--- src/design/dhp_pkg.sv ---
// Constants for the loop holdover history and phase offset block
package dhp_pkg;

  // ------------------------------------------------------------
  // Register indices (byte address is four times the index)
  // ------------------------------------------------------------
  localparam logic [11:0] IDX_FREE0    = 12'h400;
  localparam logic [11:0] IDX_FREE1    = 12'h401;
  localparam logic [11:0] IDX_FREE2    = 12'h402;
  localparam logic [11:0] IDX_FREE3    = 12'h403;
  localparam logic [11:0] IDX_HIST_LO  = 12'h40B;
  localparam logic [11:0] IDX_HIST_HI  = 12'h40C;
  localparam logic [11:0] IDX_MODE     = 12'h40D;
  localparam logic [11:0] IDX_FIXED0   = 12'h40E;
  localparam logic [11:0] IDX_FIXED1   = 12'h40F;
  localparam logic [11:0] IDX_FIXED2   = 12'h410;
  localparam logic [11:0] IDX_FIXED3   = 12'h411;
  localparam logic [11:0] IDX_STEP_LO  = 12'h412;
  localparam logic [11:0] IDX_STEP_HI  = 12'h413;
  localparam logic [11:0] IDX_SLEW_LO  = 12'h414;
  localparam logic [11:0] IDX_SLEW_HI  = 12'h415;
  localparam logic [11:0] IDX_CTL      = 12'h420;
  localparam logic [11:0] IDX_HOLD_WD  = 12'h421;
  localparam logic [11:0] IDX_STATUS   = 12'h422;
  localparam logic [11:0] IDX_ACCUM    = 12'h423;

  // ------------------------------------------------------------
  // Reset values
  // ------------------------------------------------------------
  localparam logic [15:0] HIST_TIMER_RST = 16'h000A;
  localparam logic [4:0]  MODE_RST       = 5'h00;
  localparam logic [29:0] FIXED_RST      = 30'h0000_0000;
  localparam logic [15:0] STEP_RST       = 16'h0000;
  localparam logic [29:0] FREE_RST       = 30'h0000_0000;
  localparam logic [15:0] SLEW_RST       = 16'h0000;

  // ------------------------------------------------------------
  // Field positions
  // ------------------------------------------------------------
  localparam int MODE_INCR_LSB     = 0;
  localparam int MODE_PERSIST_BIT  = 3;
  localparam int MODE_FALLBACK_BIT = 4;
  localparam int CTL_INC_BIT       = 0;
  localparam int CTL_DEC_BIT       = 1;
  localparam int CTL_CLR_BIT       = 2;
  localparam int STAT_VALID_BIT    = 0;
  localparam int STAT_FIRST_BIT    = 1;

  // ------------------------------------------------------------
  // Incremental averaging codes
  // ------------------------------------------------------------
  localparam logic [2:0] INCR_ALL_CODE   = 3'h7;
  localparam int         INCR_ALL_POINTS = 8;

  // ------------------------------------------------------------
  // Timing: one history tick is one millisecond
  // ------------------------------------------------------------
  localparam int MS_NS         = 1000000;
  localparam int CLK_PERIOD_NS = 20;
  localparam int MS_CYCLES     = MS_NS / CLK_PERIOD_NS;

endpackage : dhp_pkg

--- src/design/dhp_avg_div.sv ---
// Serial restoring divider forming the averaged tuning word
`timescale 1ns/100ps
module dhp_avg_div #(
  parameter int DW = 46,
  parameter int VW = 16,
  parameter int QW = 30
) (
  // Clock and reset
  input  wire logic          clk,
  input  wire logic          rst,
  // Request
  input  wire logic          start,
  input  wire logic [DW-1:0] dividend,
  input  wire logic [VW-1:0] divisor,
  // Answer
  output logic               busy,
  output logic               done,
  output logic [QW-1:0]      quot
);

  if (QW > DW || VW < 1 || DW > 127) begin : g_bad_width
    $error("dhp_avg_div: widths cannot be served");
  end

  typedef enum logic {DIV_IDLE, DIV_RUN} dhp_div_state_type;

  typedef struct packed {
    dhp_div_state_type     st;
    logic [6:0]            cnt;
    logic [VW-1:0]         div;
    logic [VW-1:0]         rem;
    logic [DW-1:0]         num;
    logic                  done;
  } dhp_div_type;

  dhp_div_type s_r;
  dhp_div_type s_nxt;
  logic [VW:0] trial;

  // ------------------------------------------------------------
  // One quotient bit per cycle
  // ------------------------------------------------------------
  always_comb begin
    s_nxt      = s_r;
    s_nxt.done = 1'b0;
    trial      = {s_r.rem, s_r.num[DW-1]};
    case (s_r.st)
      DIV_IDLE: begin
        if (start) begin
          s_nxt.st  = DIV_RUN;
          s_nxt.cnt = 7'(DW);
          s_nxt.div = divisor;
          s_nxt.rem = '0;
          s_nxt.num = dividend;
        end
      end
      DIV_RUN: begin
        if (trial >= {1'b0, s_r.div}) begin
          s_nxt.rem = VW'(trial - {1'b0, s_r.div});
          s_nxt.num = {s_r.num[DW-2:0], 1'b1};
        end else begin
          s_nxt.rem = trial[VW-1:0];
          s_nxt.num = {s_r.num[DW-2:0], 1'b0};
        end
        s_nxt.cnt = s_r.cnt - 7'h01;
        if (s_r.cnt == 7'h01) begin
          s_nxt.st   = DIV_IDLE;
          s_nxt.done = 1'b1;
        end
      end
      default: s_nxt.st = DIV_IDLE;
    endcase
  end

  // State register
  always_ff @(posedge clk or posedge rst) begin
    if (rst) begin
      s_r <= '{st: DIV_IDLE, default: '0};
    end else begin
      s_r <= s_nxt;
    end
  end

  assign busy = (s_r.st == DIV_RUN);
  assign done = s_r.done;
  assign quot = s_r.num[QW-1:0];

endmodule : dhp_avg_div

--- src/design/dhp_core.sv ---
// Holdover history averaging and closed-loop phase offset for one loop
// How it works
// - Interval is 16-bit milliseconds, reset 10 ms
// - Average tuning word becomes holdover word
// - No history: fallback bit picks free/last word
// - Reference switch clears history unless persistent
// - Nonzero incremental field gives early updates
// - After first interval, update only at ends
// - Incremental zero: no early update at all
// - Codes 1-3 add half, quarter, eighth points
// - Code 7 gives eight points down to 1/256
// - Signed 30-bit fixed offset, four bytes LSB-first
// - 16-bit step size for locked offset moves
// - Increment, decrement, clear move accumulated offset
// - Free-running word is 30 bits in four bytes
// - Offset changes slewed; zero limit disables slewing
//
// The APB register port was decided locally.
`timescale 1ns/100ps
module dhp_core #(
  parameter int CYCLES_PER_MS = dhp_pkg::MS_CYCLES
) (
  // Clock and reset
  input  wire logic        clk,
  input  wire logic        rst,
  // APB slave
  input  wire logic        psel,
  input  wire logic        penable,
  input  wire logic        pwrite,
  input  wire logic [15:0] paddr,
  input  wire logic [31:0] pwdata,
  output logic [31:0]      prdata,
  output logic             pready,
  output logic             pslverr,
  // Loop side
  input  wire logic [29:0] loop_tw,
  input  wire logic        loop_locked,
  input  wire logic        holdover,
  input  wire logic        ref_switch,
  // Results
  output logic [29:0]      holdover_tw,
  output logic             history_valid,
  output logic [31:0]      phase_offset
);

  if (CYCLES_PER_MS < 64) begin : g_bad_ms
    $error("dhp_core: CYCLES_PER_MS too small for the divider");
  end

  localparam int CW = $clog2(CYCLES_PER_MS);

  typedef struct packed {
    logic [CW-1:0] tick;
    logic [15:0]   timer;
    logic [4:0]    mode;
    logic [29:0]   fixed;
    logic [15:0]   step;
    logic [29:0]   free;
    logic [15:0]   slew;
    logic [31:0]   prdata;
    logic          perr;
    logic [15:0]   elapsed;
    logic [45:0]   sum;
    logic [15:0]   cnt;
    logic          first_done;
    logic          hist_valid;
    logic [29:0]   hist_word;
    logic [29:0]   last_tw;
    logic [29:0]   hold_word;
    logic [31:0]   accum;
    logic [31:0]   applied;
    logic          div_go;
    logic [45:0]   div_a;
    logic [15:0]   div_b;
  } dhp_core_type;

  dhp_core_type s_r;
  dhp_core_type s_nxt;

  logic        div_busy;
  logic        div_done;
  logic [29:0] div_quot;

  // ------------------------------------------------------------
  // Helpers
  // ------------------------------------------------------------
  // Early update point of the first interval
  function automatic logic early_hit(input logic [15:0] el, input logic [15:0] tm,
                                     input logic [2:0] code);
    int   n;
    logic hit;
    n   = (code == dhp_pkg::INCR_ALL_CODE) ? dhp_pkg::INCR_ALL_POINTS : int'(code);
    hit = 1'b0;
    for (int k = 1; k <= dhp_pkg::INCR_ALL_POINTS; k++) begin
      if (k <= n && (tm >> k) != 16'h0000 && el == (tm >> k)) begin
        hit = 1'b1;
      end
    end
    return hit;
  endfunction : early_hit

  // True for a word address that maps to a register, else false
  function automatic logic addr_ok(input logic [15:0] a);
    logic [11:0] i;
    i = a[13:2];
    return a[1:0] == 2'b00 && a[15:14] == 2'b00 &&
           ((i >= dhp_pkg::IDX_FREE0 && i <= dhp_pkg::IDX_FREE3) ||
            (i >= dhp_pkg::IDX_HIST_LO && i <= dhp_pkg::IDX_SLEW_HI) ||
            (i >= dhp_pkg::IDX_CTL && i <= dhp_pkg::IDX_ACCUM));
  endfunction : addr_ok

  // ------------------------------------------------------------
  // Next-state logic
  // ------------------------------------------------------------
  always_comb begin
    logic        tick_now;
    logic        wr;
    logic [11:0] idx;
    logic [7:0]  wb;
    logic [45:0] sum_n;
    logic [15:0] cnt_n;
    logic [15:0] el_n;
    logic [31:0] target;
    logic [32:0] diff;
    logic        inc;
    logic        dec;
    logic        clr;
    tick_now = (s_r.tick == CW'(CYCLES_PER_MS - 1));
    wr       = psel && penable && pwrite && addr_ok(paddr);
    idx      = paddr[13:2];
    wb       = pwdata[7:0];
    sum_n    = s_r.sum + {16'h0000, loop_tw};
    cnt_n    = s_r.cnt + 16'h0001;
    el_n     = s_r.elapsed + 16'h0001;
    inc      = 1'b0;
    dec      = 1'b0;
    clr      = 1'b0;
    target   = {{2{s_r.fixed[29]}}, s_r.fixed} + s_r.accum;
    diff     = {target[31], target} - {s_r.applied[31], s_r.applied};
    s_nxt         = s_r;
    s_nxt.div_go  = 1'b0;
    s_nxt.last_tw = loop_tw;
    // Millisecond timebase
    s_nxt.tick = tick_now ? '0 : s_r.tick + CW'(1);

    // Register writes; reserved bits are dropped
    if (wr) begin
      if (idx == dhp_pkg::IDX_FREE0) begin
        s_nxt.free[7:0] = wb;
      end else if (idx == dhp_pkg::IDX_FREE1) begin
        s_nxt.free[15:8] = wb;
      end else if (idx == dhp_pkg::IDX_FREE2) begin
        s_nxt.free[23:16] = wb;
      end else if (idx == dhp_pkg::IDX_FREE3) begin
        s_nxt.free[29:24] = wb[5:0];
      end else if (idx == dhp_pkg::IDX_HIST_LO) begin
        s_nxt.timer[7:0] = wb;
      end else if (idx == dhp_pkg::IDX_HIST_HI) begin
        s_nxt.timer[15:8] = wb;
      end else if (idx == dhp_pkg::IDX_MODE) begin
        s_nxt.mode = wb[4:0];
      end else if (idx == dhp_pkg::IDX_FIXED0) begin
        s_nxt.fixed[7:0] = wb;
      end else if (idx == dhp_pkg::IDX_FIXED1) begin
        s_nxt.fixed[15:8] = wb;
      end else if (idx == dhp_pkg::IDX_FIXED2) begin
        s_nxt.fixed[23:16] = wb;
      end else if (idx == dhp_pkg::IDX_FIXED3) begin
        s_nxt.fixed[29:24] = wb[5:0];
      end else if (idx == dhp_pkg::IDX_STEP_LO) begin
        s_nxt.step[7:0] = wb;
      end else if (idx == dhp_pkg::IDX_STEP_HI) begin
        s_nxt.step[15:8] = wb;
      end else if (idx == dhp_pkg::IDX_SLEW_LO) begin
        s_nxt.slew[7:0] = wb;
      end else if (idx == dhp_pkg::IDX_SLEW_HI) begin
        s_nxt.slew[15:8] = wb;
      end else if (idx == dhp_pkg::IDX_CTL) begin
        inc = wb[dhp_pkg::CTL_INC_BIT];
        dec = wb[dhp_pkg::CTL_DEC_BIT];
        clr = wb[dhp_pkg::CTL_CLR_BIT];
      end
    end

    // Read data captured in the setup cycle
    if (psel && !penable) begin
      s_nxt.perr   = !addr_ok(paddr);
      s_nxt.prdata = 32'h0000_0000;
      if (idx == dhp_pkg::IDX_FREE0) begin
        s_nxt.prdata[7:0] = s_r.free[7:0];
      end else if (idx == dhp_pkg::IDX_FREE1) begin
        s_nxt.prdata[7:0] = s_r.free[15:8];
      end else if (idx == dhp_pkg::IDX_FREE2) begin
        s_nxt.prdata[7:0] = s_r.free[23:16];
      end else if (idx == dhp_pkg::IDX_FREE3) begin
        s_nxt.prdata[5:0] = s_r.free[29:24];
      end else if (idx == dhp_pkg::IDX_HIST_LO) begin
        s_nxt.prdata[7:0] = s_r.timer[7:0];
      end else if (idx == dhp_pkg::IDX_HIST_HI) begin
        s_nxt.prdata[7:0] = s_r.timer[15:8];
      end else if (idx == dhp_pkg::IDX_MODE) begin
        s_nxt.prdata[4:0] = s_r.mode;
      end else if (idx == dhp_pkg::IDX_FIXED0) begin
        s_nxt.prdata[7:0] = s_r.fixed[7:0];
      end else if (idx == dhp_pkg::IDX_FIXED1) begin
        s_nxt.prdata[7:0] = s_r.fixed[15:8];
      end else if (idx == dhp_pkg::IDX_FIXED2) begin
        s_nxt.prdata[7:0] = s_r.fixed[23:16];
      end else if (idx == dhp_pkg::IDX_FIXED3) begin
        s_nxt.prdata[5:0] = s_r.fixed[29:24];
      end else if (idx == dhp_pkg::IDX_STEP_LO) begin
        s_nxt.prdata[7:0] = s_r.step[7:0];
      end else if (idx == dhp_pkg::IDX_STEP_HI) begin
        s_nxt.prdata[7:0] = s_r.step[15:8];
      end else if (idx == dhp_pkg::IDX_SLEW_LO) begin
        s_nxt.prdata[7:0] = s_r.slew[7:0];
      end else if (idx == dhp_pkg::IDX_SLEW_HI) begin
        s_nxt.prdata[7:0] = s_r.slew[15:8];
      end else if (idx == dhp_pkg::IDX_HOLD_WD) begin
        s_nxt.prdata[29:0] = s_r.hold_word;
      end else if (idx == dhp_pkg::IDX_STATUS) begin
        s_nxt.prdata[dhp_pkg::STAT_VALID_BIT] = s_r.hist_valid;
        s_nxt.prdata[dhp_pkg::STAT_FIRST_BIT] = s_r.first_done;
      end else if (idx == dhp_pkg::IDX_ACCUM) begin
        s_nxt.prdata = s_r.accum;
      end
    end

    // Accumulate one sample per millisecond outside holdover
    if (tick_now && !holdover) begin
      s_nxt.sum     = sum_n;
      s_nxt.cnt     = cnt_n;
      s_nxt.elapsed = el_n;
      if (el_n >= s_r.timer) begin
        // Full interval: publish and restart
        s_nxt.div_go     = 1'b1;
        s_nxt.div_a      = sum_n;
        s_nxt.div_b      = cnt_n;
        s_nxt.sum        = '0;
        s_nxt.cnt        = '0;
        s_nxt.elapsed    = '0;
        s_nxt.first_done = 1'b1;
      end else if (!s_r.first_done &&
                   early_hit(el_n, s_r.timer, s_r.mode[2:0])) begin
        // Early point within the first interval only
        s_nxt.div_go = 1'b1;
        s_nxt.div_a  = sum_n;
        s_nxt.div_b  = cnt_n;
      end
    end
    // Average becomes the history word
    if (div_done) begin
      s_nxt.hist_word  = div_quot;
      s_nxt.hist_valid = 1'b1;
    end
    // New reference: erase history unless persistent
    if (ref_switch && !s_r.mode[dhp_pkg::MODE_PERSIST_BIT]) begin
      s_nxt.sum        = '0;
      s_nxt.cnt        = '0;
      s_nxt.elapsed    = '0;
      s_nxt.first_done = 1'b0;
      s_nxt.hist_valid = 1'b0;
    end
    // Holdover word tracks until holdover, then stays frozen
    if (!holdover) begin
      if (s_r.hist_valid) begin
        s_nxt.hold_word = s_r.hist_word;
      end else if (s_r.mode[dhp_pkg::MODE_FALLBACK_BIT]) begin
        s_nxt.hold_word = s_r.last_tw;
      end else begin
        s_nxt.hold_word = s_r.free;
      end
    end

    // Accumulated offset moves by one step while locked
    if (clr) begin
      s_nxt.accum = 32'h0000_0000;
    end else if (inc && loop_locked) begin
      s_nxt.accum = s_r.accum + {16'h0000, s_r.step};
    end else if (dec && loop_locked) begin
      s_nxt.accum = s_r.accum - {16'h0000, s_r.step};
    end
    // Applied offset slews to target at limit ps per ms
    if (s_r.slew == 16'h0000) begin
      s_nxt.applied = target;
    end else if (tick_now) begin
      if (!diff[32] && diff > {17'h00000, s_r.slew}) begin
        s_nxt.applied = s_r.applied + {16'h0000, s_r.slew};
      end else if (diff[32] && (-diff) > {17'h00000, s_r.slew}) begin
        s_nxt.applied = s_r.applied - {16'h0000, s_r.slew};
      end else begin
        s_nxt.applied = target;
      end
    end
  end

  // State register
  always_ff @(posedge clk or posedge rst) begin
    if (rst) begin
      s_r       <= '0;
      s_r.timer <= dhp_pkg::HIST_TIMER_RST;
      s_r.mode  <= dhp_pkg::MODE_RST;
      s_r.fixed <= dhp_pkg::FIXED_RST;
      s_r.step  <= dhp_pkg::STEP_RST;
      s_r.free  <= dhp_pkg::FREE_RST;
      s_r.slew  <= dhp_pkg::SLEW_RST;
    end else begin
      s_r <= s_nxt;
    end
  end

  // Average of the sampled words
  dhp_avg_div #(.DW(46), .VW(16), .QW(30)) u_div (
    .clk      (clk),
    .rst      (rst),
    .start    (s_r.div_go),
    .dividend (s_r.div_a),
    .divisor  (s_r.div_b),
    .busy     (div_busy),
    .done     (div_done),
    .quot     (div_quot)
  );

  // Outputs
  assign pready        = 1'b1;
  assign prdata        = s_r.prdata;
  assign pslverr       = s_r.perr;
  assign holdover_tw   = s_r.hold_word;
  assign history_valid = s_r.hist_valid;
  assign phase_offset  = s_r.applied;
endmodule : dhp_core

--- config.mk ---
export PLATFORM = sky130hd
export DESIGN_NAME = dhp_core
export DESIGN_NICKNAME = d
export VERILOG_FILES = /design/src/design/dhp_pkg.sv /design/src/design/dhp_avg_div.sv /design/src/design/dhp_core.sv
export SDC_FILE = /design/constraint.sdc
export NUM_CORES = 2
export LEC_CHECK = 0
export BUFFER_PORTS_ARGS = -buffer_cell sky130_fd_sc_hd__buf_2
export CAP_MARGIN = 20
export CORE_ASPECT_RATIO = 1.4
export CORE_MARGIN = 1.5
export CORE_UTILIZATION = 63
export CTS_CLUSTER_DIAMETER = 60
export DETAILED_ROUTE_END_ITERATION = 7
export PLACE_DENSITY = 0.92
export RECOVER_POWER = 100
export SETUP_SLACK_MARGIN = 0.02
export SYNTH_ARGS = -nofsm -noshare
export SYNTH_HDL_FRONTEND = slang
export SYNTH_HIERARCHICAL = 1
export SYNTH_SLANG_ARGS = --single-unit
--- constraint.sdc ---
create_clock -name clk -period 16.5 [get_ports clk]
set_input_delay 0.825 -clock clk [delete_from_list [all_inputs] [get_ports clk]]
set_output_delay 0.825 -clock clk [all_outputs]
set_load 0.05 [all_outputs]
==> impl_metrics.ini <==
[worst_setup_path]
critical_path_class = register to register
crit_slowest_cell = clkbuf_1
critPathLaunch = s_r[95]
required_ns = 17.04
slowest_delay_ns = 1.68
r2r_cells = 26
reg2reg_to = phase_offset[22]
cpLargestDelayFamily = compound AO/OA/AOI/OAI gates
start_kind = register
critPathCaptureType = register
cp_common_cell = ha_1
cp_max_fo = 43
reg2reg_slack_ns = 5.82
worst-path-buf-inv = 1
rr_startpoint = s_r[95]
cp_data_arrival_time_ns = 11.22

[yosys]
synth_edf_count = 0
ys_seq_area_share_pct = 35.9
ys_seq_elements = 546
syn_area_um2 = 38100
async_reset_ff_share_pct = 100
yosys_warnings = 6
yosysTopAreaCellShare_pct = 35.7
ys_types = 97
syn_area_per_cell_um2 = 8.91
yosysTopAreaCell = dfrtp_1
synthTopCellsByArea = dfrtp_1, ha_1, xnor2_1, mux2_2, o21ai_0
synth_ff_type = dfrtp_1
synth_fp_nets = 4600
netlist_instances = 4280

[clocking]
ctsHoldBuffers = 0
clock_sinks = 546
clk_pin_slew_ns = 0.07
cts_tree = built
cts_resized = 0
root_buffer = clkbuf_16
postCtsSetupBuffers = 0
cts_buffers = 55
cts.path.max_buffers = 3
clock_latency_ns = 0.67
htree_levels = 2

[place]
dpl_cell_area_um2 = 38600
dp_hpwl_um = 85500
gp_congestion = 1.05
port_buffers = 157

[power]
cellLeakagePower_nw = 18.2
p_switching_uw = 689
p_int_mw = 2.16
p_comb_share_pct = 3.2
ir_drop_uv = 114
p_per_area_nw_per_um2 = 70.6
clockPowerShare_pct = 49.6
swShare_pct = 24.2
power_frac_seq_pct = 47.2

[global_route]
grt_max_degree = 121
gr-usage-all-layers_pct = 39.5
grt_pass1_vias = 34200
grt-ovfl-total = 0
antenna_found_initial = 4
grt_pass1_wl_um = 192000

[timing]
rsz0062_at_grt = no
post-route-min-period_ns = 10.68
worstMarginPinSlew_ns = 5.59
max_freq_mhz = 93.6
finalCritPeriodShare_pct = 64.7
skew_ns = 0.0868
setup_tns_ns = 0
slew_viol_final = 1047
hold_viol = 0
setup_violations = 0
relSlewSlack_pct = -275

[detailed_routing]
routed_wl_um = 125000
drt-wirelength-per-cell_um = 24.6
vias = 34800
drt_first_iter_violations = 3551
drt_first_pass_iters = 8
antenna_left = 0
viasPerCell = 6.86
drc = 1

[final_layout]
drive_gt1_share_pct = 8.49
multi_input_area_um2 = 22100
seq_area_um2 = 13700
nFillCells = 4480
stdcell_area_um2 = 40400
nets = 4538
final_util_pct = 67.5
area_growth_pct = 5.92

[flow_run]
cap_viol_max_count = 16

[floorplan]
die_w_um = 211
die-height_um = 294
fp.dieArea_um2 = 62000
start_util_pct = 63.7
io_pins = 183
num_rows = 106
coreArea_um2 = 59800

[status]
violations = design-rule violations, max-capacitance violations, max-slew violations
outcome = finished with violations

[min_path]
holdCritPathClass = primary input to register
min_path_cells = 1
worstHoldStart = loop_tw[23]
holdPathEnd = s_r[180]
==> final cells by class <==
cell class | count | area share (%)
diodes | 3 | 0.0186
clock buffers | 67 | 3.72
multi-input cells | 3233 | 54.7
inverters | 175 | 1.63
clock inverters | 37 | 1.34
flip-flops and latches | 546 | 33.9
repair buffers | 207 | 2.25
well taps | 810 | 2.51
==> synth_stat cells, types with 11 or more instances <==
library cell  number
nor2b_1           43
or3_1             37
o31ai_1           48
o21a_1            37
o21ai_0          373
or4_1             14
a221oi_1          16
nand4_1           40
nor2_1           224
a22oi_1           42
or2_2             13
nor3_1            91
nand3_1           98
o211ai_1          26
mux2i_1           91
dfrtp_1          544
ha_1             227
nor4_1            45
and2_1            16
o41ai_1           14
xnor2_1          222
a22o_1            39
mux2_2           168
a211oi_1          27
and3_1            44
a21o_1            66
o21bai_1          21
a221o_1           11
xor2_1            84
inv_1            166
a21oi_1          242
nand2_1          473
buf_1             15
nand3b_1          14
a31oi_1           52
o21ai_1           17
buf_4            127
clkbuf_1         177
and4_1            11
o22ai_1           22
nand2b_1          47
==> cells by family after synthesis <==
group | synth area share (%)
buf+inv | 6.26
fa+ha+maj | 7.82
mux | 7.41
xor+xnor | 7.15
compound gates | 20.2
simple gates | 15.3
flops | 35.9
other cells | 0.00984
==> registers in the layout, summed over array words and instances (netlist names) <==
register       cells
prdata            32
u_div/done         1
history_valid      1
u_div/s_r         55
u_div/busy         1
pslverr            1
phase_offset      32
u_div/quot        30
holdover_tw       30
s_r              363
==> worst max-delay path by stage <==
stage,end,cells after the start,slack (ns)
finish,phase_offset[22],26,5.82
global route,s_r[2],4,4.46
CTS,phase_offset[0],26,7.92
detailed placement,phase_offset[0],26,7.95
global placement,phase_offset[0],26,8.01
floorplan,history_valid,1,2.88
==> through the flow <==
step	setup slack [ns]	total power [mW]	cells	hold slack (ns)
finish	5.82	2.85	5078	0.292
floorplan	2.88	1.43	4280	0.436
CTS	7.92	2.85	5068	0.163
global route	4.46	2.91	5076	0.300
global placement	8.01	1.46	4963	0.449
detailed placement	7.95	1.46	4964	0.464
==> power groups by stage <==
| stage | logic (mW) | registers (mW) | clock network (mW) |
|---|---|---|---|
| after CTS | 0.0922 | 1.35 | 1.41 |
| after global routing | 0.0990 | 1.35 | 1.46 |
| after floorplan | 0.0548 | 1.37 | 0 |
| after detailed placement | 0.0895 | 1.37 | 0 |
| final | 0.0915 | 1.35 | 1.41 |
| after global placement | 0.0872 | 1.37 | 0 |
==> cells in the final DEF, fill, tap and decap left out, types with 42 or more instances in the layout <==
cell	n
a21o_1	66
a22oi_1	42
mux2_2	162
nor2_1	223
nand3_1	98
ha_1	227
nor3_1	91
nor2b_1	43
nand2b_1	47
clkbuf_1	156
and3_1	44
dfrtp_1	542
inv_1	164
clkbuf_16	55
nor4_1	45
a21oi_1	242
xnor2_1	222
a31oi_1	51
mux2i_1	91
nand2_1	473
o21ai_0	381
o31ai_1	48
xor2_1	84
==> routing by layer <==
layer	vias up	global-route usage, %	wire, µm
met5	-	0	19
met4	2	31.4	11600
met3	706	8.38	12700
met1	16500	44.7	42200
met2	2350	64.8	58100
li1	15200	-	-
Power figures use the tool's default switching activity.
